--- src/rtl/fsl_pkg.sv ---
// How it works
// - Green run lamp off in INIT
// - Green run lamp blinks in PRE-OPERATIONAL
// - Green run lamp single-flashes in SAFE-OPERATIONAL
// - Green run lamp steady on in OPERATIONAL
// - Red fault lamp off without errors
// - Invalid configuration blinks red lamp
// - Autonomous state change gives red single flash
// - Application watchdog gives red double flash
// - Linked idle port lamp steady on
// - Linked busy port lamp flickers with load
// - Port without link has lamp off
// - Yellow lamp always off
// - Blink is 200 ms on, 200 ms off
// - Single flash 200 ms on, 1000 ms off
// - Double flash two 200 ms flashes, 1000 off
// - Flicker 50/50 ms busy, irregular when light
package fsl_pkg;

    // ----------------------------------------------------------------
    // Timing
    // ----------------------------------------------------------------
    localparam int CLK_FREQ_HZ = 250_000_000; // System clock rate
    localparam int MS_PER_S = 1000; // Milliseconds in a second
    localparam int PH_W = 11; // Width of the phase counter in ms
    localparam logic [PH_W-1:0] T_BLINK_MS = 11'h0C8; // 200 ms
    localparam logic [PH_W-1:0] T_FLASH_MS = 11'h0C8; // 200 ms
    localparam logic [PH_W-1:0] T_LONG_OFF_MS = 11'h3E8; // 1000 ms
    localparam logic [PH_W-1:0] T_FLICK_MS = 11'h032; // 50 ms
    localparam logic [PH_W-1:0] BLINK_PERIOD_MS = PH_W'(2 * T_BLINK_MS);
    localparam logic [PH_W-1:0] SINGLE_PERIOD_MS =
        PH_W'(T_FLASH_MS + T_LONG_OFF_MS);
    localparam logic [PH_W-1:0] DOUBLE_ON2_MS = PH_W'(2 * T_FLASH_MS);
    localparam logic [PH_W-1:0] DOUBLE_PERIOD_MS =
        PH_W'(3 * T_FLASH_MS + T_LONG_OFF_MS);
    localparam logic [PH_W-1:0] FLICK_PERIOD_MS = PH_W'(2 * T_FLICK_MS);
    localparam logic [PH_W-1:0] ACT_HOLD_MS = FLICK_PERIOD_MS;

    // ----------------------------------------------------------------
    // Slave state codes as delivered by the protocol logic
    // ----------------------------------------------------------------
    localparam logic [3:0] ST_INIT = 4'h1;
    localparam logic [3:0] ST_PREOP = 4'h2;
    localparam logic [3:0] ST_SAFEOP = 4'h4;
    localparam logic [3:0] ST_OP = 4'h8;

    // ----------------------------------------------------------------
    // Register map (word index; byte address is four times it)
    // ----------------------------------------------------------------
    localparam logic [2:0] REG_CTRL = 3'h0; // Control
    localparam logic [2:0] REG_STATUS = 3'h1; // Live state, read only
    localparam logic [2:0] REG_IRQ_STATUS = 3'h2; // Sticky, W1C
    localparam logic [2:0] REG_IRQ_MASK = 3'h3; // Interrupt enables
    localparam int CTRL_EN_BIT = 0; // Lamps enabled
    localparam logic CTRL_RESET = 1'h1; // Lamps on after reset
    localparam int ST_STATE_LSB = 0; // Slave state field
    localparam int ST_ERR_LSB = 4; // Three error flags
    localparam int ST_LINK_LSB = 8; // Link flag per port
    localparam int ST_RUN_BIT = 16; // Green run lamp now
    localparam int ST_FAULT_BIT = 17; // Red fault lamp now
    localparam int IRQ_W = 3; // Number of interrupt events
    localparam logic [IRQ_W-1:0] IRQ_RESET = 3'h0; // Status and mask
    localparam int EV_STATE = 0; // Slave state changed
    localparam int EV_ERROR = 1; // An error flag rose
    localparam int EV_LINK = 2; // A link flag changed

    // ----------------------------------------------------------------
    // Lamp patterns, one-hot
    // ----------------------------------------------------------------
    typedef enum logic [5:0] {
        PAT_OFF = 6'h01,
        PAT_ON = 6'h02,
        PAT_BLINK = 6'h04,
        PAT_SINGLE = 6'h08,
        PAT_DOUBLE = 6'h10,
        PAT_FLICKER = 6'h20
    } fsl_pat_t;

endpackage

--- src/rtl/fsl_pattern.sv ---
// One lamp: plays the selected pattern on the millisecond timebase
module fsl_pattern
    import fsl_pkg::*;
(
    // Clock and reset
    input wire logic clock,
    input wire logic resetn,
    // Timebase and pattern choice
    input wire logic ms_tick,
    input wire fsl_pat_t pattern,
    // Lamp drive
    output logic led
);

    // ----------------------------------------------------------------
    // State
    // ----------------------------------------------------------------
    fsl_pat_t pat_prev_reg; // Pattern shown last cycle
    logic [PH_W-1:0] phase_reg; // Milliseconds into the period
    logic [PH_W-1:0] phase; // Phase with restart applied
    logic [PH_W-1:0] period; // Length of the current pattern
    logic restart; // Pattern changed this cycle
    logic lit; // Lamp on at this phase

    assign restart = (pattern != pat_prev_reg);
    // A new pattern starts at zero, which is an on phase for every pattern but PAT_OFF
    assign phase = restart ? '0 : phase_reg;

    // Remember the pattern to spot changes
    always_ff @(posedge clock) begin
        if (!resetn) begin
            pat_prev_reg <= PAT_OFF;
        end else begin
            pat_prev_reg <= pattern;
        end
    end

    // Period of each pattern, in milliseconds
    always_comb begin
        unique case (pattern)
            PAT_BLINK: period = BLINK_PERIOD_MS;
            PAT_SINGLE: period = SINGLE_PERIOD_MS;
            PAT_DOUBLE: period = DOUBLE_PERIOD_MS;
            PAT_FLICKER: period = FLICK_PERIOD_MS;
            default: period = 11'h001; // Steady patterns, no cycle
        endcase
    end

    // Phase advances once a millisecond and wraps at the period
    always_ff @(posedge clock) begin
        if (!resetn) begin
            phase_reg <= '0;
        end else if (ms_tick) begin
            phase_reg <= (phase >= PH_W'(period - 11'h001)) ? '0 :
                PH_W'(phase + 11'h001);
        end else begin
            phase_reg <= phase;
        end
    end

    // On windows of each pattern
    always_comb begin
        unique case (pattern)
            PAT_ON: lit = 1'b1;
            PAT_BLINK: lit = (phase < T_BLINK_MS);
            PAT_SINGLE: lit = (phase < T_FLASH_MS);
            PAT_DOUBLE: lit = (phase < T_FLASH_MS) ||
                ((phase >= DOUBLE_ON2_MS) &&
                 (phase < PH_W'(DOUBLE_ON2_MS + T_FLASH_MS)));
            PAT_FLICKER: lit = (phase < T_FLICK_MS);
            default: lit = 1'b0;
        endcase
    end

    // Lamp comes straight from a flip-flop, dark in reset
    always_ff @(posedge clock) begin
        if (!resetn) begin
            led <= 1'b0;
        end else begin
            led <= lit;
        end
    end

endmodule // fsl_pattern

--- src/rtl/fsl_led_indicator.sv ---
// Status lamp controller for a real-time Ethernet slave card
module fsl_led_indicator
    import fsl_pkg::*;
#(
    parameter int NUM_PORTS = 2, // Ethernet ports, at most 8
    parameter int MS_CYCLES = CLK_FREQ_HZ / MS_PER_S // Clocks per ms
) (
    // Clock and reset
    input wire logic clock,
    input wire logic resetn,
    // Avalon-MM slave
    input wire logic [2:0] avs_address,
    input wire logic avs_read,
    input wire logic avs_write,
    input wire logic [31:0] avs_writedata,
    input wire logic [3:0] avs_byteenable,
    output logic [31:0] avs_readdata,
    output logic avs_waitrequest,
    // Protocol state and error flags
    input wire logic [3:0] slave_state,
    input wire logic err_invalid_cfg,
    input wire logic err_local,
    input wire logic err_app_wdog,
    // Per-port link and traffic flags
    input wire logic [NUM_PORTS-1:0] port_link,
    input wire logic [NUM_PORTS-1:0] port_activity,
    // Lamps
    output logic led_run_green,
    output logic led_fault_red,
    output logic [NUM_PORTS-1:0] led_link_green,
    output logic [NUM_PORTS-1:0] led_unused_yellow,
    // Interrupt
    output logic irq
);

    // ----------------------------------------------------------------
    // Millisecond timebase
    // ----------------------------------------------------------------
    localparam int TB_W = $clog2(MS_CYCLES);
    localparam logic [TB_W-1:0] TB_LAST = TB_W'(MS_CYCLES - 1);

    logic [TB_W-1:0] tb_count_reg; // Clocks into the current ms
    logic ms_tick_reg; // One-cycle pulse per millisecond

    // Divider from the system clock; every pattern shares it
    always_ff @(posedge clock) begin
        if (!resetn) begin
            tb_count_reg <= '0;
            ms_tick_reg <= 1'b0;
        end else if (tb_count_reg == TB_LAST) begin
            tb_count_reg <= '0;
            ms_tick_reg <= 1'b1;
        end else begin
            tb_count_reg <= TB_W'(tb_count_reg + 1'b1);
            ms_tick_reg <= 1'b0;
        end
    end

    // ----------------------------------------------------------------
    // Bus slave
    // ----------------------------------------------------------------
    logic ctrl_en_reg; // Lamps enabled by software
    logic [IRQ_W-1:0] irq_status_reg; // Sticky events
    logic [IRQ_W-1:0] irq_mask_reg; // Event enables
    logic wait_reg; // Drives waitrequest
    logic [31:0] rdata_reg; // Drives readdata
    logic [31:0] status_word; // Live state as software sees it
    logic [31:0] read_word; // Word chosen by the address
    logic access; // Request present
    logic wr_take; // Write takes effect this edge
    logic lane0; // Low byte lane enabled

    assign access = avs_read || avs_write;
    // A request is finished on the edge where waitrequest is low
    assign wr_take = avs_write && !wait_reg;
    // All fields live in the low byte except STATUS, which is read only
    assign lane0 = avs_byteenable[0];

    // Waitrequest is high by default and drops for exactly one cycle
    // after a request has been seen, giving a fixed one-wait answer.
    always_ff @(posedge clock) begin
        if (!resetn) begin
            wait_reg <= 1'b1;
        end else if (access && wait_reg) begin
            wait_reg <= 1'b0;
        end else begin
            wait_reg <= 1'b1;
        end
    end

    // Live state word
    always_comb begin
        status_word = '0;
        status_word[ST_STATE_LSB +: 4] = slave_state;
        status_word[ST_ERR_LSB] = err_invalid_cfg;
        status_word[ST_ERR_LSB + 1] = err_local;
        status_word[ST_ERR_LSB + 2] = err_app_wdog;
        status_word[ST_LINK_LSB +: NUM_PORTS] = port_link;
        status_word[ST_RUN_BIT] = led_run_green;
        status_word[ST_FAULT_BIT] = led_fault_red;
    end

    // Read multiplexer; unmapped addresses read zero
    always_comb begin
        read_word = '0;
        unique case (avs_address)
            REG_CTRL: read_word[CTRL_EN_BIT] = ctrl_en_reg;
            REG_STATUS: read_word = status_word;
            REG_IRQ_STATUS: read_word[IRQ_W-1:0] = irq_status_reg;
            REG_IRQ_MASK: read_word[IRQ_W-1:0] = irq_mask_reg;
            default: read_word = '0;
        endcase
    end

    // Read data is captured while waitrequest is still high, so it is
    // stable on the edge where the master takes it.
    always_ff @(posedge clock) begin
        if (!resetn) begin
            rdata_reg <= '0;
        end else if (avs_read && wait_reg) begin
            rdata_reg <= read_word;
        end
    end

    // Control register: disabling darkens every lamp
    always_ff @(posedge clock) begin
        if (!resetn) begin
            ctrl_en_reg <= CTRL_RESET;
        end else if (wr_take && lane0 && avs_address == REG_CTRL) begin
            ctrl_en_reg <= avs_writedata[CTRL_EN_BIT];
        end
    end

    // Interrupt mask
    always_ff @(posedge clock) begin
        if (!resetn) begin
            irq_mask_reg <= IRQ_RESET;
        end else if (wr_take && lane0 && avs_address == REG_IRQ_MASK) begin
            irq_mask_reg <= avs_writedata[IRQ_W-1:0];
        end
    end

    // ----------------------------------------------------------------
    // Events and interrupt
    // ----------------------------------------------------------------
    logic [3:0] state_prev_reg; // Slave state last cycle
    logic [2:0] err_prev_reg; // Error flags last cycle
    logic [NUM_PORTS-1:0] link_prev_reg; // Link flags last cycle
    logic [2:0] err_now; // Error flags gathered
    logic [IRQ_W-1:0] events; // Events this cycle
    logic [IRQ_W-1:0] irq_clear; // Bits software clears

    assign err_now = {err_app_wdog, err_local, err_invalid_cfg};

    // Previous values, for edge detection
    always_ff @(posedge clock) begin
        if (!resetn) begin
            state_prev_reg <= ST_INIT;
            err_prev_reg <= '0;
            link_prev_reg <= '0;
        end else begin
            state_prev_reg <= slave_state;
            err_prev_reg <= err_now;
            link_prev_reg <= port_link;
        end
    end

    // Event sources
    always_comb begin
        events = '0;
        events[EV_STATE] = (slave_state != state_prev_reg);
        events[EV_ERROR] = |(err_now & ~err_prev_reg);
        events[EV_LINK] = (port_link != link_prev_reg);
    end

    // Write one to clear
    assign irq_clear = (wr_take && lane0 && avs_address == REG_IRQ_STATUS)
        ? avs_writedata[IRQ_W-1:0] : '0;

    // Sticky status; a new event in the clearing cycle is kept
    always_ff @(posedge clock) begin
        if (!resetn) begin
            irq_status_reg <= IRQ_RESET;
        end else begin
            irq_status_reg <= (irq_status_reg & ~irq_clear) | events;
        end
    end

    // Level interrupt, one cycle behind the status bits
    always_ff @(posedge clock) begin
        if (!resetn) begin
            irq <= 1'b0;
        end else begin
            irq <= |(irq_status_reg & irq_mask_reg);
        end
    end

    // ----------------------------------------------------------------
    // Green run lamp
    // ----------------------------------------------------------------
    fsl_pat_t run_pat; // Pattern for the run lamp

    // Unknown or bootstrap state codes leave the lamp dark
    always_comb begin
        run_pat = PAT_OFF;
        if (ctrl_en_reg) begin
            unique case (slave_state)
                ST_INIT: run_pat = PAT_OFF;
                ST_PREOP: run_pat = PAT_BLINK;
                ST_SAFEOP: run_pat = PAT_SINGLE;
                ST_OP: run_pat = PAT_ON;
                default: run_pat = PAT_OFF;
            endcase
        end
    end

    fsl_pattern u_run (
        .clock(clock),
        .resetn(resetn),
        .ms_tick(ms_tick_reg),
        .pattern(run_pat),
        .led(led_run_green)
    );

    // ----------------------------------------------------------------
    // Red fault lamp
    // ----------------------------------------------------------------
    fsl_pat_t fault_pat; // Pattern for the fault lamp

    // Several errors at once: the watchdog wins, then the local error,
    // then the configuration error, so the most urgent one is shown.
    always_comb begin
        fault_pat = PAT_OFF;
        if (ctrl_en_reg) begin
            if (err_app_wdog) begin
                fault_pat = PAT_DOUBLE;
            end else if (err_local) begin
                fault_pat = PAT_SINGLE;
            end else if (err_invalid_cfg) begin
                fault_pat = PAT_BLINK;
            end
        end
    end

    fsl_pattern u_fault (
        .clock(clock),
        .resetn(resetn),
        .ms_tick(ms_tick_reg),
        .pattern(fault_pat),
        .led(led_fault_red)
    );

    // ----------------------------------------------------------------
    // Link and activity lamps, one per port
    // ----------------------------------------------------------------
    // Each traffic pulse keeps the port flickering for one full flicker
    // period. Constant traffic re-arms the hold before it runs out, so
    // the lamp runs a steady 10 Hz; sparse traffic gives one off blink
    // per burst at irregular times. A short burst is never lost, at
    // the price of up to 100 ms of extra flicker after it.
    genvar gp;
    generate
        for (gp = 0; gp < NUM_PORTS; gp++) begin : g_port
            logic [PH_W-1:0] hold_reg; // Ms of flicker left
            fsl_pat_t link_pat; // Pattern for this port

            // Activity hold counter
            always_ff @(posedge clock) begin
                if (!resetn) begin
                    hold_reg <= '0;
                end else if (port_activity[gp] && port_link[gp]) begin
                    hold_reg <= ACT_HOLD_MS;
                end else if (!port_link[gp]) begin
                    hold_reg <= '0;
                end else if (ms_tick_reg && hold_reg != '0) begin
                    hold_reg <= PH_W'(hold_reg - 11'h001);
                end
            end

            // Link decides on or off, traffic adds the flicker
            always_comb begin
                if (!ctrl_en_reg || !port_link[gp]) begin
                    link_pat = PAT_OFF;
                end else if (port_activity[gp] || hold_reg != '0) begin
                    link_pat = PAT_FLICKER;
                end else begin
                    link_pat = PAT_ON;
                end
            end

            fsl_pattern u_link (
                .clock(clock),
                .resetn(resetn),
                .ms_tick(ms_tick_reg),
                .pattern(link_pat),
                .led(led_link_green[gp])
            );

            // Yellow lamp has no use here and stays dark
            always_ff @(posedge clock) begin
                if (!resetn) begin
                    led_unused_yellow[gp] <= 1'b0;
                end else begin
                    led_unused_yellow[gp] <= 1'b0;
                end
            end
        end
    endgenerate

    // ----------------------------------------------------------------
    // Bus outputs
    // ----------------------------------------------------------------
    assign avs_waitrequest = wait_reg;
    assign avs_readdata = rdata_reg;

endmodule // fsl_led_indicator

--- config.mk ---
export PLATFORM = sky130hd
export DESIGN_NAME = fsl_led_indicator
export DESIGN_NICKNAME = d
export VERILOG_FILES = /design/src/rtl/fsl_pkg.sv /design/src/rtl/fsl_pattern.sv /design/src/rtl/fsl_led_indicator.sv
export SDC_FILE = /design/constraint.sdc
export NUM_CORES = 1
export LEC_CHECK = 0
export BUFFER_PORTS_ARGS = -buffer_cell sky130_fd_sc_hd__buf_4
export CELL_PAD_IN_SITES_DETAIL_PLACEMENT = 1
export CELL_PAD_IN_SITES_GLOBAL_PLACEMENT = 1
export CORE_UTILIZATION = 49
export CTS_BUF_LIST = sky130_fd_sc_hd__clkbuf_4 sky130_fd_sc_hd__clkbuf_8
export DETAILED_ROUTE_END_ITERATION = 10
export PLACE_DENSITY_LB_ADDON = 0.1
export SLEW_MARGIN = 40
export SYNTH_ARGS = -nofsm -noshare
export SYNTH_HDL_FRONTEND = slang
export SYNTH_SLANG_ARGS = --single-unit
--- constraint.sdc ---
create_clock -name clock -period 5.2 [get_ports clock]
set_clock_uncertainty 0.05 [all_clocks]
set_input_delay 0 -clock clock [delete_from_list [all_inputs] [get_ports clock]]
set_output_delay 0 -clock clock [all_outputs]
set_load 0.05 [all_outputs]
Word-level counts from Yosys, hierarchy flattened
Cells that the tools add are included.

Add/sub/neg operators: 11. Magnitude comparators: 20. Equal/unequal tests: 35. Muxes and demuxes: 42. Bitwise operators: 9. Reduce and logical (&&, ||, !) cells: 40.

Operator list (number): 11-bit one-hot mux with 4 select lines (4); 11-bit 2-to-1 mux (12); 11-bit by 1-bit subtractor with 11-bit output (second input constant) (6); 11-bit by 1-bit adder with 11-bit output (second input constant) (4); 11-bit >= comparator (4); 11-bit by 9-bit >= comparator with 1-bit output (second input constant) (4); 11-bit by 10-bit < comparator with 1-bit output (second input constant) (4); 11-bit by 6-bit < comparator with 1-bit output (second input constant) (4); 11-bit by 8-bit < comparator with 1-bit output (second input constant) (4); 7-bit 2-to-1 mux (6); 6-bit 2-to-1 mux (4); 11-bit nonzero test (2); 1-bit one-hot mux with 4 select lines (5); 18-bit by 1-bit adder with 18-bit output (second input constant) (1); 18-bit == test (second input constant) (1); 1-bit logical AND (15); 15-bit 2-to-1 mux (1); 6-bit by 2-bit == test with 1-bit output (second input constant) (2); 6-bit by 3-bit == test with 1-bit output (second input constant) (2); 6-bit by 4-bit == test with 1-bit output (second input constant) (2); 6-bit by 5-bit == test with 1-bit output (second input constant) (2); 6-bit == test (second input constant) (2); 6-bit inequality test (2); 4-bit one-hot mux with 3 select lines (1); other kinds (31) (63).

Flip-flop bits (word level): 163. Bits of input ports: 54. Output and inout port bits: 40.

Depth between registers and ports, before layout
Gate-level depths: netlist of the first run.

Depth after elaboration: 10. Mapped depth: 17.

Modules after synthesis
A second synthesis of the first run with hierarchy kept.

Cell total of the unflattened synthesis: 1048. Area total of the unflattened synthesis: 8936.1 um^2.

Modules (own cells, without submodules): fsl_pattern at g_port[0].u_link ... (times used 3, cells an instance 170, area an instance 1406.3 um^2, sequential area each 360.3 um^2); fsl_led_indicator (times used 1, cells an instance 374, area an instance 3354.5 um^2, sequential area each 1401.3 um^2); fsl_pattern at g_port[1].u_link (times used 1, cells an instance 164, area an instance 1362.6 um^2, sequential area each 360.3 um^2).

Least setup slack after synthesis of the first run
Ideal clock, no wire load.

Path type: register to register. From: register g_port[0].hold_reg[2]. To: register g_port[0].u_link.phase_reg[10]. Library setup time: 0.066 ns. Data arrival time: 2.937 ns. Required time: 5.084 ns. Setup slack: 2.147 ns. Cell stages (with the launch flop): 16. Buffers on the path: 1. Cell sequence: dfxtp_1 > nor4_4 > nand4b_2 > nor2_1 > a22oi_1 > o31ai_2 > buf_4 > nand2_1 > ha_1 > nand2b_1 > a21o_1 > a21o_1 > a21o_1 > o21ai_0 > nand3_2 > nor2_1.

Cells in the longest elaborated chain, start to end: 10.

Ends and longest elaborated chain: start, declared (RTL line fsl_led_indicator.sv:264) `logic [PH_W-1:0] hold_reg;`; start signal, assigned (RTL line fsl_led_indicator.sv:276) `hold_reg <= PH_W'(hold_reg - 11'h001);`; 11-bit nonzero test * (RTL line fsl_led_indicator.sv:284) `end else if (port_activity[gp] || hold_reg != '0) begin`; 1-bit logical OR * (RTL line fsl_led_indicator.sv:284); 6-bit 2-to-1 mux * (RTL line fsl_led_indicator.sv:284); 6-bit 2-to-1 mux * (RTL line fsl_led_indicator.sv:282) `if (!ctrl_en_reg || !port_link[gp]) begin`; 6-bit == test, or another cell as far along (RTL line fsl_pattern.sv:40) `unique case (pattern)`; 11-bit one-hot mux with 4 select lines (RTL line fsl_pattern.sv:40); 11-bit by 1-bit subtractor with 11-bit output (RTL line fsl_pattern.sv:54) `phase_reg <= (phase >= PH_W'(period - 11'h001)) ? '0 :`; 11-bit >= comparator (RTL line fsl_pattern.sv:54); 11-bit 2-to-1 mux (RTL line fsl_pattern.sv:54); 11-bit 2-to-1 mux * (RTL line fsl_pattern.sv:53) `end else if (ms_tick) begin`; end signal, assigned (RTL line fsl_pattern.sv:54); end signal, assigned (RTL line fsl_pattern.sv:57) `phase_reg <= phase;`; end, declared (RTL line fsl_pattern.sv:19) `logic [PH_W-1:0] phase_reg;`.

Every way passes the cells marked *; elsewhere a longest branch is shown, timed or not. A chain may end at the register's enable or synchronous reset.

Worst setup path after layout of the first run
From: register g_port[0].hold_reg[2]. To: register g_port[0].u_link.phase_reg[7].

Same word-level chain as after synthesis.

==> metrics, run 1 <==
run status=complete, no violations; final WL=18.22 mm; post-synth cell types=83; Slew @ Worst Pin=0.7445 ns; Via density=5.619; Max-cap violations=0; first-pass GRT wire length=30.13 mm; vias=5973; postcts setup bufs=0; 1st-iter DRT viols=288; crit-path leading delay family=simple AND/OR/NAND/NOR gates; CTS Buffer Depth=2; maximum fanout along the worst path=11; First-pass DRT Iterations=4; gr ovfl total=0; Synth area leader=dfxtp_1; core area=13880 sq um; antenna violations before repair=0; CTS tree=yes; HP Class=in2reg; critical path cell sequence=nor4_4 > nand4b_2 > nor2_1 > a22oi_1 > o31ai_2 > nand2_1 > ha_1 > nand2b_1 > a21o_1 > a21o_1 > a21o_1 > o21ai_0 > nand3_2 > nor2_1; Die Y=121.5 um; drt wl/cell=17.14 um; num rows=43; io pins=94; Final GP Congestion=0.7994; most frequent CP cell=a21o_1; htree depth=4; #FFs+latches synth=132; starting density of the core=0.5039; Mapped Cells=812; arrival time at the worst endpoint=4.26 ns; worst endpoint required time=5.54 ns; static leakage=3.282 nW; Avg Cell Area, Syn=8.614 sq um; Slew Limit Fails=0; crit share post-route=0.7527; vias in the first global route=6416; DRT antenna net count=0; CTS Root Cell=clkbuf_8; Setup TNS=0 ns; post-layout utilization of the core=0.5809; R2R cell count=14; Yosys warning count=0; Post-Synthesis Cell Area=6994 sq um; Die ar.=14760 sq um; CP bufs+invs=0; worst r2r dst=g_port[0].u_link.phase_reg[7]$_SDFF_PN0_; unrepaired setup endpoints after global routing=false; power per cell area=291.1 nW/um^2; hold path start=avs_write; Post-synth ARST share=0; top cells by area, synth=dfxtp_1 (38%), ha_1 (6.4%), nor2_1 (6.1%), xnor2_1 (4.5%), xor2_1 (3.9%); Crit. End Element=flip-flop; area share of the largest cell type after synthesis=0.3778; Clock Sinks=132; min Tclk post-route=3.914 ns; Port Buffers=38; sequential area share after synthesis=0.3778; largest net degree at the start of global routing=31; CTS resizes=0; CTS clk-pin slew, worst paths=0.08 ns; Layout area overhead=15.28%; CP peak stage delay=0.63 ns; Final Hold Viols=0; final setup fails=0; slew margin rel.=0.4969; DP HPWL=12.20 mm; GRT Total Usage=0.2607; Synth Flop Type=dfxtp_1; fillcell total=1629; clock buffer count from CTS=17; WHS=0.2134 ns; drt drc=0; final total power=2.347 mW; ant diodes=0; insertion delay to the later sink of the worst-skew pair=0.46 ns; hold depth=6; share of cells above drive strength 1=0.1178; CP max stage cell=o31ai_2; Max Freq=0.2555 GHz; Critical R2R Launch=g_port[0].hold_reg[2]$_SDFFE_PN0P_; cts-stage hold buffer count=25; crit start category=flip-flop; fin nets=960; Worst Hold End=irq_status_reg[0]$_SDFF_PN0_; Die W=121.5 um; FF-to-FF setup slack=1.29 ns; worst vdd ir=0.0001888 V; Post-synth EDFFs=0; type of the worst setup path=reg2reg
==> metrics by stage <==
stage	worst slack, ns	instances	cell area, sq um
after floorplan	2.147	834	7077
after global placement	1.485	1006	7322
after detailed placement	1.386	1006	7327
after CTS	1.273	1063	8061
after global routing	0.9195	1063	8063
final	1.286	1063	8063
==> cell families (layout without fill, tap and decap cells) <==
logic type      count (synthesis)  after routing  synth area share
compound gates                128            128            0.1306
buf+inv                        81            130           0.05885
simple gates                  358            358            0.2682
mux                             8              8           0.01431
xor+xnor                       67             67           0.08390
other cells                     1             23         0.0005362
flops                         132            132            0.3778
fa+ha+maj                      37             37           0.06583
==> cells in the mapped netlist (3+ instances only) <==
cell	instances
nor4bb_1	3
ha_1	36
a31oi_1	8
mux2_2	3
nor2_1	114
a21o_1	10
inv_1	30
and4_1	4
or3_1	8
o31a_1	3
nor4_2	3
nor4b_1	4
o311ai_0	3
o21ai_0	18
o22ai_1	3
nand3b_1	6
nor2b_1	10
nand2_1	61
a21oi_1	27
nor4_1	6
nor3_1	13
and2_1	33
xnor2_1	36
dfxtp_1	132
clkbuf_1	16
o211ai_1	4
mux2i_1	4
nand3_1	31
a211oi_1	4
o21a_1	4
nand2b_1	6
a22o_1	9
buf_1	4
nand4b_1	3
buf_4	28
nand4_1	22
and3_1	9
xor2_1	31
a22oi_1	7
==> cell usage in the layout (no fill, tap or decap), types with 6 or more instances in the layout <==
cell,count
a21oi_1,27
xnor2_1,36
dfxtp_1,131
bufinv_16,6
nor3_1,13
a22o_1,9
a21o_1,10
nor2b_1,10
nor4_1,6
nand4_1,22
or3_1,8
ha_1,36
buf_4,42
nand3_1,31
nand3b_1,6
a31oi_1,8
conb_1,23
inv_1,29
and2_1,33
xor2_1,31
dlygate4sd3_1,25
a22oi_1,7
nor2_1,114
nand2_1,61
nand2b_1,6
o21ai_0,18
clkbuf_8,17
and3_1,9
==> report_power, final <==
part	switching [mW]	internal [mW]
registers	0.0158	1.03
clock network	0.438	0.623
logic	0.160	0.0818
total	0.613	1.73
==> layer usage <==
layer,up-vias,track usage,share of wire
li1,2927,-,-
met1,2891,0.2850,0.41
met2,117,0.4808,0.53
met3,38,0.04981,0.032
met4,0,0.1196,0.025
met5,-,0,0
==> worst register-to-register path, stage by stage, from the launching register on <==
cell,delay (ns)
dfxtp_1,0.39
nor4_4,0.52
nand4b_2,0.25
nor2_1,0.16
a22oi_1,0.09
o31ai_2,0.63
nand2_1,0.16
ha_1,0.31
nand2b_1,0.16
a21o_1,0.20
a21o_1,0.18
a21o_1,0.19
o21ai_0,0.20
nand3_2,0.20
nor2_1,0.17
==> cell type report <==
type                       instances  area (sq um)  area share
clock buffer                      17         234.0     0.02902
clock inverter                    15         250.2     0.03104
multi-input combinational        621          4028      0.4995
inverter                          31         116.4     0.01443
timing repair buffer              67         565.5     0.07014
tap                              180         225.2     0.02793
sequential                       132          2644      0.3279
==> how the worst max path moves through the flow <==
stage	from	end	cells past startpoint
final	g_port[0].hold_reg[2]$_SDFFE_PN0P_	g_port[0].u_link.phase_reg[7]$_SDFF_PN0_	14
after global routing	g_port[0].hold_reg[2]$_SDFFE_PN0P_	g_port[0].u_link.phase_reg[4]$_SDFF_PN0_	14
after CTS	g_port[0].hold_reg[2]$_SDFFE_PN0P_	g_port[0].u_link.phase_reg[7]$_SDFF_PN0_	14
after detailed placement	ctrl_en_reg$_SDFFE_PN1P_	u_run.phase_reg[2]$_SDFF_PN0_	14
after global placement	ctrl_en_reg$_SDFFE_PN1P_	u_run.phase_reg[0]$_SDFF_PN0_	14
after floorplan	g_port[0].hold_reg[2]$_SDFFE_PN0P_	g_port[0].u_link.phase_reg[10]$_SDFF_PN0_	15
No activity file was read; power rests on OpenSTA's default activity.
==> inputs of run 2 (changes only) <==
--- a/config.mk
+++ b/config.mk
@@ -8,7 +8,7 @@
 export BUFFER_PORTS_ARGS = -buffer_cell sky130_fd_sc_hd__buf_4
 export CELL_PAD_IN_SITES_DETAIL_PLACEMENT = 1
 export CELL_PAD_IN_SITES_GLOBAL_PLACEMENT = 1
-export CORE_UTILIZATION = 49
+export CORE_UTILIZATION = 45
 export CTS_BUF_LIST = sky130_fd_sc_hd__clkbuf_4 sky130_fd_sc_hd__clkbuf_8
 export DETAILED_ROUTE_END_ITERATION = 10
 export PLACE_DENSITY_LB_ADDON = 0.1
==> constraint.sdc (replaced) <==
create_clock -name clock -period 4 [get_ports clock]
set_clock_uncertainty 0.05 [all_clocks]
set_input_delay 0 -clock clock [delete_from_list [all_inputs] [get_ports clock]]
set_output_delay 0 -clock clock [all_outputs]
set_load 0.05 [all_outputs]
==> run 2 against run 1 <==
  * Non-clock buffer count up 5
  * Final area increased by 0.81%
  * Cell count grew 1.2%
  * Clock power grew 32%
  * Setup slack worse by 0.90 ns
  * Combinational power grew 31%
  * First-iteration DRC count decreased by 44%
  * Fmax increased by 8.2%
  * Total power increased by 31%
  * Worst hold slack got worse by 0.014 ns
  * Flip-flop and latch count unchanged
  * Critical endpoint unchanged
==> metrics, run 2 (synthesized netlist as in run 1, its figures left out) <==
final total power=3.072 mW; min Tclk post-route=3.618 ns; CTS Root Cell=clkbuf_8; CTS tree=yes; Max-cap violations=0; maximum fanout along the worst path=8; Clock Sinks=132; GRT Total Usage=0.2300; unrepaired setup endpoints after global routing=false; M3 GR Usage=0.05019; R2R cell count=14; Final GP Congestion=0.7693; vias in the first global route=6227; final WL=17.48 mm; GR Layer Usage met1=0.2600; 1st-iter DRT viols=162; type of the worst setup path=reg2reg; CTS Buffer Depth=2; drt drc=0; Die W=126.7 um; met2 GRT Util=0.4290; Worst Hold End=irq_status_reg[0]$_SDFF_PN0_; gr ovfl total=0; drt wl/cell=16.24 um; worst vdd ir=0.0002327 V; largest net degree at the start of global routing=31; HP Class=in2reg; ant diodes=0; worst endpoint required time=4.34 ns; Die Y=126.7 um; hold depth=6; First-pass DRT Iterations=4; clock buffer count from CTS=17; crit share post-route=0.9044; power per cell area=378.0 nW/um^2; DP HPWL=12.25 mm; worst r2r dst=g_port[0].u_link.phase_reg[7]$_SDFF_PN0_; first-pass GRT wire length=29.55 mm; Port Buffers=38; vias=5899; starting density of the core=0.4601; Critical R2R Launch=g_port[0].hold_reg[2]$_SDFFE_PN0P_; Die ar.=16050 sq um; CTS clk-pin slew, worst paths=0.09 ns; slew margin rel.=0.5835; num rows=45; Layout area overhead=16.21%; fin nets=965; origin of the worst setup path=g_port[0].hold_reg[2]$_SDFFE_PN0P_; static leakage=3.303 nW; htree depth=4; run status=complete, no violations; most frequent cells in the layout=dfxtp_1 (132), nor2_1 (114), nand2_1 (61); Slew Limit Fails=0; io pins=94; DRT antenna net count=0; insertion delay to the later sink of the worst-skew pair=0.46 ns; final setup fails=0; crit start category=flip-flop; share of cells above drive strength 1=0.1182; FF-to-FF setup slack=0.38 ns; Final Hold Viols=0; Slew @ Worst Pin=0.6164 ns; hold path start=avs_byteenable[0]; Setup TNS=0 ns; core area=15200 sq um; Crit. End Element=flip-flop; most common cell after layout, fill and taps aside=dfxtp_1; antenna violations before repair=0; Via density=5.482; busiest layer in global routing=met2; arrival time at the worst endpoint=3.96 ns; Max Freq=0.2764 GHz
==> run 2: cell types whose count changed in the layout (fill, tap and decap cells not counted), moves of 2 or more <==
cell / previous run / this run
buf_4: 42 / 45
clkbuf_8: 17 / 19
clkinv_4: 3 / 1
clkinvlp_4: 1 / 3
dlygate4sd3_1: 25 / 27
inv_6: 3 / 1
o31ai_2: 2 / 0
==> run 2: stage by stage <==
stage | hold slack [ns] | std cells | cell area [sq um] | util | worst slack, ns
after floorplan | 0.05147 | 834 | 7077 | - | 0.9472
after global placement | 0.1712 | 1017 | 7355 | 0.4838 | 0.5202
after detailed placement | 0.1803 | 1017 | 7355 | 0.4838 | 0.3862
after CTS | 0.1721 | 1076 | 8119 | 0.5341 | 0.2130
after global routing | 0.2519 | 1076 | 8128 | 0.5347 | 0.04529
final | 0.1997 | 1076 | 8128 | 0.5347 | 0.3824
==> run 2: repair_timing <==
item,in CTS,in global routing
gates resized for setup,0,1
setup buffers,0,0
endpoints found under the setup margin,0,9
hold buffers,27,0
hold endpoints to repair,61,0
==> run 2: area by class of cell <==
type / instances / area, sq um
fillers: 1757 / 7074
multi-input cells: 621 / 4031
flip-flops and latches: 132 / 2643
repair buffers: 72 / 608.1
clock buffers: 20 / 269.0
well taps: 188 / 235.2
clock inverters: 12 / 225.2
inverters: 31 / 116.4
==> run 2: worst max-delay path by stage <==
stage                                                      endpoint  slack [ns]  cells after the start
after floorplan           g_port[0].u_link.phase_reg[10]$_SDFF_PN0_        0.95                     15
after detailed placement   g_port[0].u_link.phase_reg[6]$_SDFF_PN0_        0.39                     14
after global placement     g_port[0].u_link.phase_reg[3]$_SDFF_PN0_        0.52                     14
final                      g_port[0].u_link.phase_reg[7]$_SDFF_PN0_        0.38                     14
after CTS                  g_port[0].u_link.phase_reg[5]$_SDFF_PN0_        0.21                     14
after global routing       g_port[0].u_link.phase_reg[9]$_SDFF_PN0_        0.05                     14
==> run 2: metal layers <==
metal / share of wire / vias up
li1: - / 2920
met2: 0.52 / 84
met3: 0.034 / 18
met1: 0.43 / 2877
met5: 0 / -
met4: 0.013 / 0
==> run 2: worst max-delay path, stage by stage (launching register included) <==
cell	delay (ns)
dfxtp_1	0.37
nor4_4	0.52
nand4b_2	0.26
nor2_1	0.19
a22oi_1	0.12
o31ai_4	0.34
nand2_1	0.13
ha_1	0.28
nand2b_1	0.15
a21o_1	0.17
a21o_1	0.17
a21o_1	0.19
o21ai_0	0.21
nand3_2	0.21
nor2_1	0.17
==> run 2: power breakdown <==
part	internal (mW)	leakage [nW]	total, mW	switching [mW]
registers	1.34	1.07	1.36	0.0199
clock network	0.847	0.239	1.40	0.553
logic	0.110	1.99	0.316	0.206
==> inputs of run 3 (changes only) <==
--- a/config.mk
+++ b/config.mk
@@ -8,7 +8,7 @@
 export BUFFER_PORTS_ARGS = -buffer_cell sky130_fd_sc_hd__buf_4
 export CELL_PAD_IN_SITES_DETAIL_PLACEMENT = 1
 export CELL_PAD_IN_SITES_GLOBAL_PLACEMENT = 1
-export CORE_UTILIZATION = 45
+export CORE_UTILIZATION = 43
 export CTS_BUF_LIST = sky130_fd_sc_hd__clkbuf_4 sky130_fd_sc_hd__clkbuf_8
 export DETAILED_ROUTE_END_ITERATION = 10
 export PLACE_DENSITY_LB_ADDON = 0.1
==> run 3 against run 2 <==
  * Sequential power hardly changed
  * Non-clock buffer count is 3 lower
  * First-iteration DRC count is 28% higher
  * Die area is 4.6% higher
  * Worst hold slack worse by 0.0031 ns
  * Critical path depth is 1 lower
  * Clock power is 20% lower
  * Global-route usage is 0.82 points lower
  * Sequential share of layout area is 0.42 points higher
  * Register-to-register slack better by 0.08 ns
  * Combinational power hardly changed
  * Core utilization is 2.9 points lower
  * Largest cell class unchanged
==> metrics, run 3 (synthesized netlist as in run 1, its figures left out) <==
critical path cell sequence=nor4_1 > nand4b_1 > nor2_2 > mux2_2 > nand2_1 > ha_1 > nand2b_1 > a21oi_1 > o211ai_1 > a211o_1 > a21oi_1 > nand2_1 > nor2_1; antenna violations before repair=1; GRT Total Usage=0.2218; Setup TNS=0 ns; 1st-iter DRT viols=207; origin of the worst setup path=g_port[1].hold_reg[7]$_SDFFE_PP0P_; crit start category=flip-flop; Final Hold Viols=0; maximum fanout along the worst path=8; final WL=17.74 mm; most frequent cells in the layout=dfxtp_1 (132), nor2_1 (114), nand2_1 (61); First-pass DRT Iterations=6; worst vdd ir=0.0002024 V; slew margin rel.=0.5590; Max Freq=0.2827 GHz; FF-to-FF setup slack=0.46 ns; min Tclk post-route=3.537 ns; R2R cell count=13; most common cell after layout, fill and taps aside=dfxtp_1; design area=8025 sq um; static leakage=3.239 nW; num rows=46; crit share post-route=0.8843; clock buffer count from CTS=17; share of cells above drive strength 1=0.1186; power per cell area=347.5 nW/um^2; drt drc=0; Slew Limit Fails=0; type of the worst setup path=reg2reg; worst endpoint required time=4.34 ns; starting density of the core=0.4403; drt wl/cell=16.11 um; Die Y=129.5 um; Port Buffers=38; CP Capture Point=g_port[1].u_link.phase_reg[4]$_SDFF_PN0_; final setup fails=0; htree depth=4; ant diodes=0; Slew @ Worst Pin=0.6576 ns; Clock Sinks=132; insertion delay to the later sink of the worst-skew pair=0.46 ns; CTS Buffer Depth=2; CTS resizes=0; Max-cap violations=0; io pins=94; CTS tree=yes; run status=complete, no violations; DP HPWL=12.58 mm; worst r2r dst=g_port[1].u_link.phase_reg[4]$_SDFF_PN0_; arrival time at the worst endpoint=3.88 ns; Crit. End Element=flip-flop; CTS Root Cell=clkbuf_8; unrepaired setup endpoints after global routing=false; vias in the first global route=6236; fin nets=962; DRT antenna net count=0; largest net degree at the start of global routing=31; CP max stage cell=nor4_1; gr ovfl total=0; Via density=5.375; Post-DP Area=7395 sq um; HP Class=in2reg; post-layout utilization of the core=0.5052; Layout area overhead=14.74%; Critical R2R Launch=g_port[1].hold_reg[7]$_SDFFE_PP0P_; CTS clk-pin slew, worst paths=0.08 ns; Final GP Congestion=0.8158; core area=15890 sq um; Die W=129.5 um; vias=5918; first-pass GRT wire length=29.27 mm; CP peak stage delay=0.54 ns; Die ar.=16780 sq um
==> run 3: critical path, delay by kind of cell, from the launching register on <==
family / cells / cell delay (ns)
and+or+nand+nor: 7 / 1.66
adders and majority gates: 1 / 0.23
muxes: 1 / 0.44
AOI/OAI and AO/OA: 4 / 0.77
DFF: 1 / 0.33
==> run 3: area by class of cell <==
| type | instances | area, sq um |
|---|---|---|
| Multi-Input combinational cell | 621 | 4028 |
| Clock inverter | 15 | 156.4 |
| Clock buffer | 17 | 234.0 |
| Tap cell | 216 | 270.3 |
| Inverter | 31 | 116.4 |
| Fill cell | 1915 | 7860 |
| Sequential cell | 132 | 2643 |
| Timing Repair Buffer | 69 | 578.1 |
==> run 3: timing repair <==
item | in CTS | in global routing
setup buffers | 0 | 0
endpoints found under the hold margin | 61 | 0
hold buffers | 24 | 0
==> run 3: metrics by stage <==
stage	hold slack, ns	instances	power (mW)	worst slack [ns]
floorplan	0.05147	834	1.616	0.9472
global placement	0.1720	1045	1.669	0.6426
detailed placement	0.1845	1045	1.682	0.5034
CTS	0.1652	1101	2.825	0.4613
global route	0.2157	1101	2.924	0.1517
finish	0.1967	1101	2.789	0.4628
==> run 3: routing by layer <==
| layer | share of wire | routed length (um) | GRT usage | up-vias |
|---|---|---|---|---|
| met4 | 0.019 | 329 | 0.07114 | 0 |
| met5 | 0 | 0 | 0 | - |
| met3 | 0.032 | 569 | 0.05863 | 27 |
| li1 | - | - | - | 2916 |
| met2 | 0.51 | 9023 | 0.4073 | 88 |
| met1 | 0.44 | 7817 | 0.2484 | 2887 |
==> run 3: how the worst min path moves through the flow <==
stage                     slack, ns      startpoint  depth (start not counted)                            to
after floorplan                0.05  slave_state[0]                          1  state_prev_reg[0]$_SDFF_PN1_
after global routing           0.22       avs_write                          6  irq_status_reg[0]$_SDFF_PN0_
after global placement         0.17        avs_read                          2    avs_waitrequest$_SDFF_PN1_
final                          0.20       avs_write                          6  irq_status_reg[0]$_SDFF_PN0_
after detailed placement       0.18        avs_read                          2    avs_waitrequest$_SDFF_PN1_
after CTS                      0.17       avs_write                          6  irq_status_reg[0]$_SDFF_PN0_
==> run 3: report_power, final <==
group / total [mW] / switching, mW / internal (mW)
clock network: 1.12 / 0.562 / 0.555
logic: 0.314 / 0.206 / 0.108
registers: 1.36 / 0.0200 / 1.34
total: 2.79 / 0.789 / 2.00
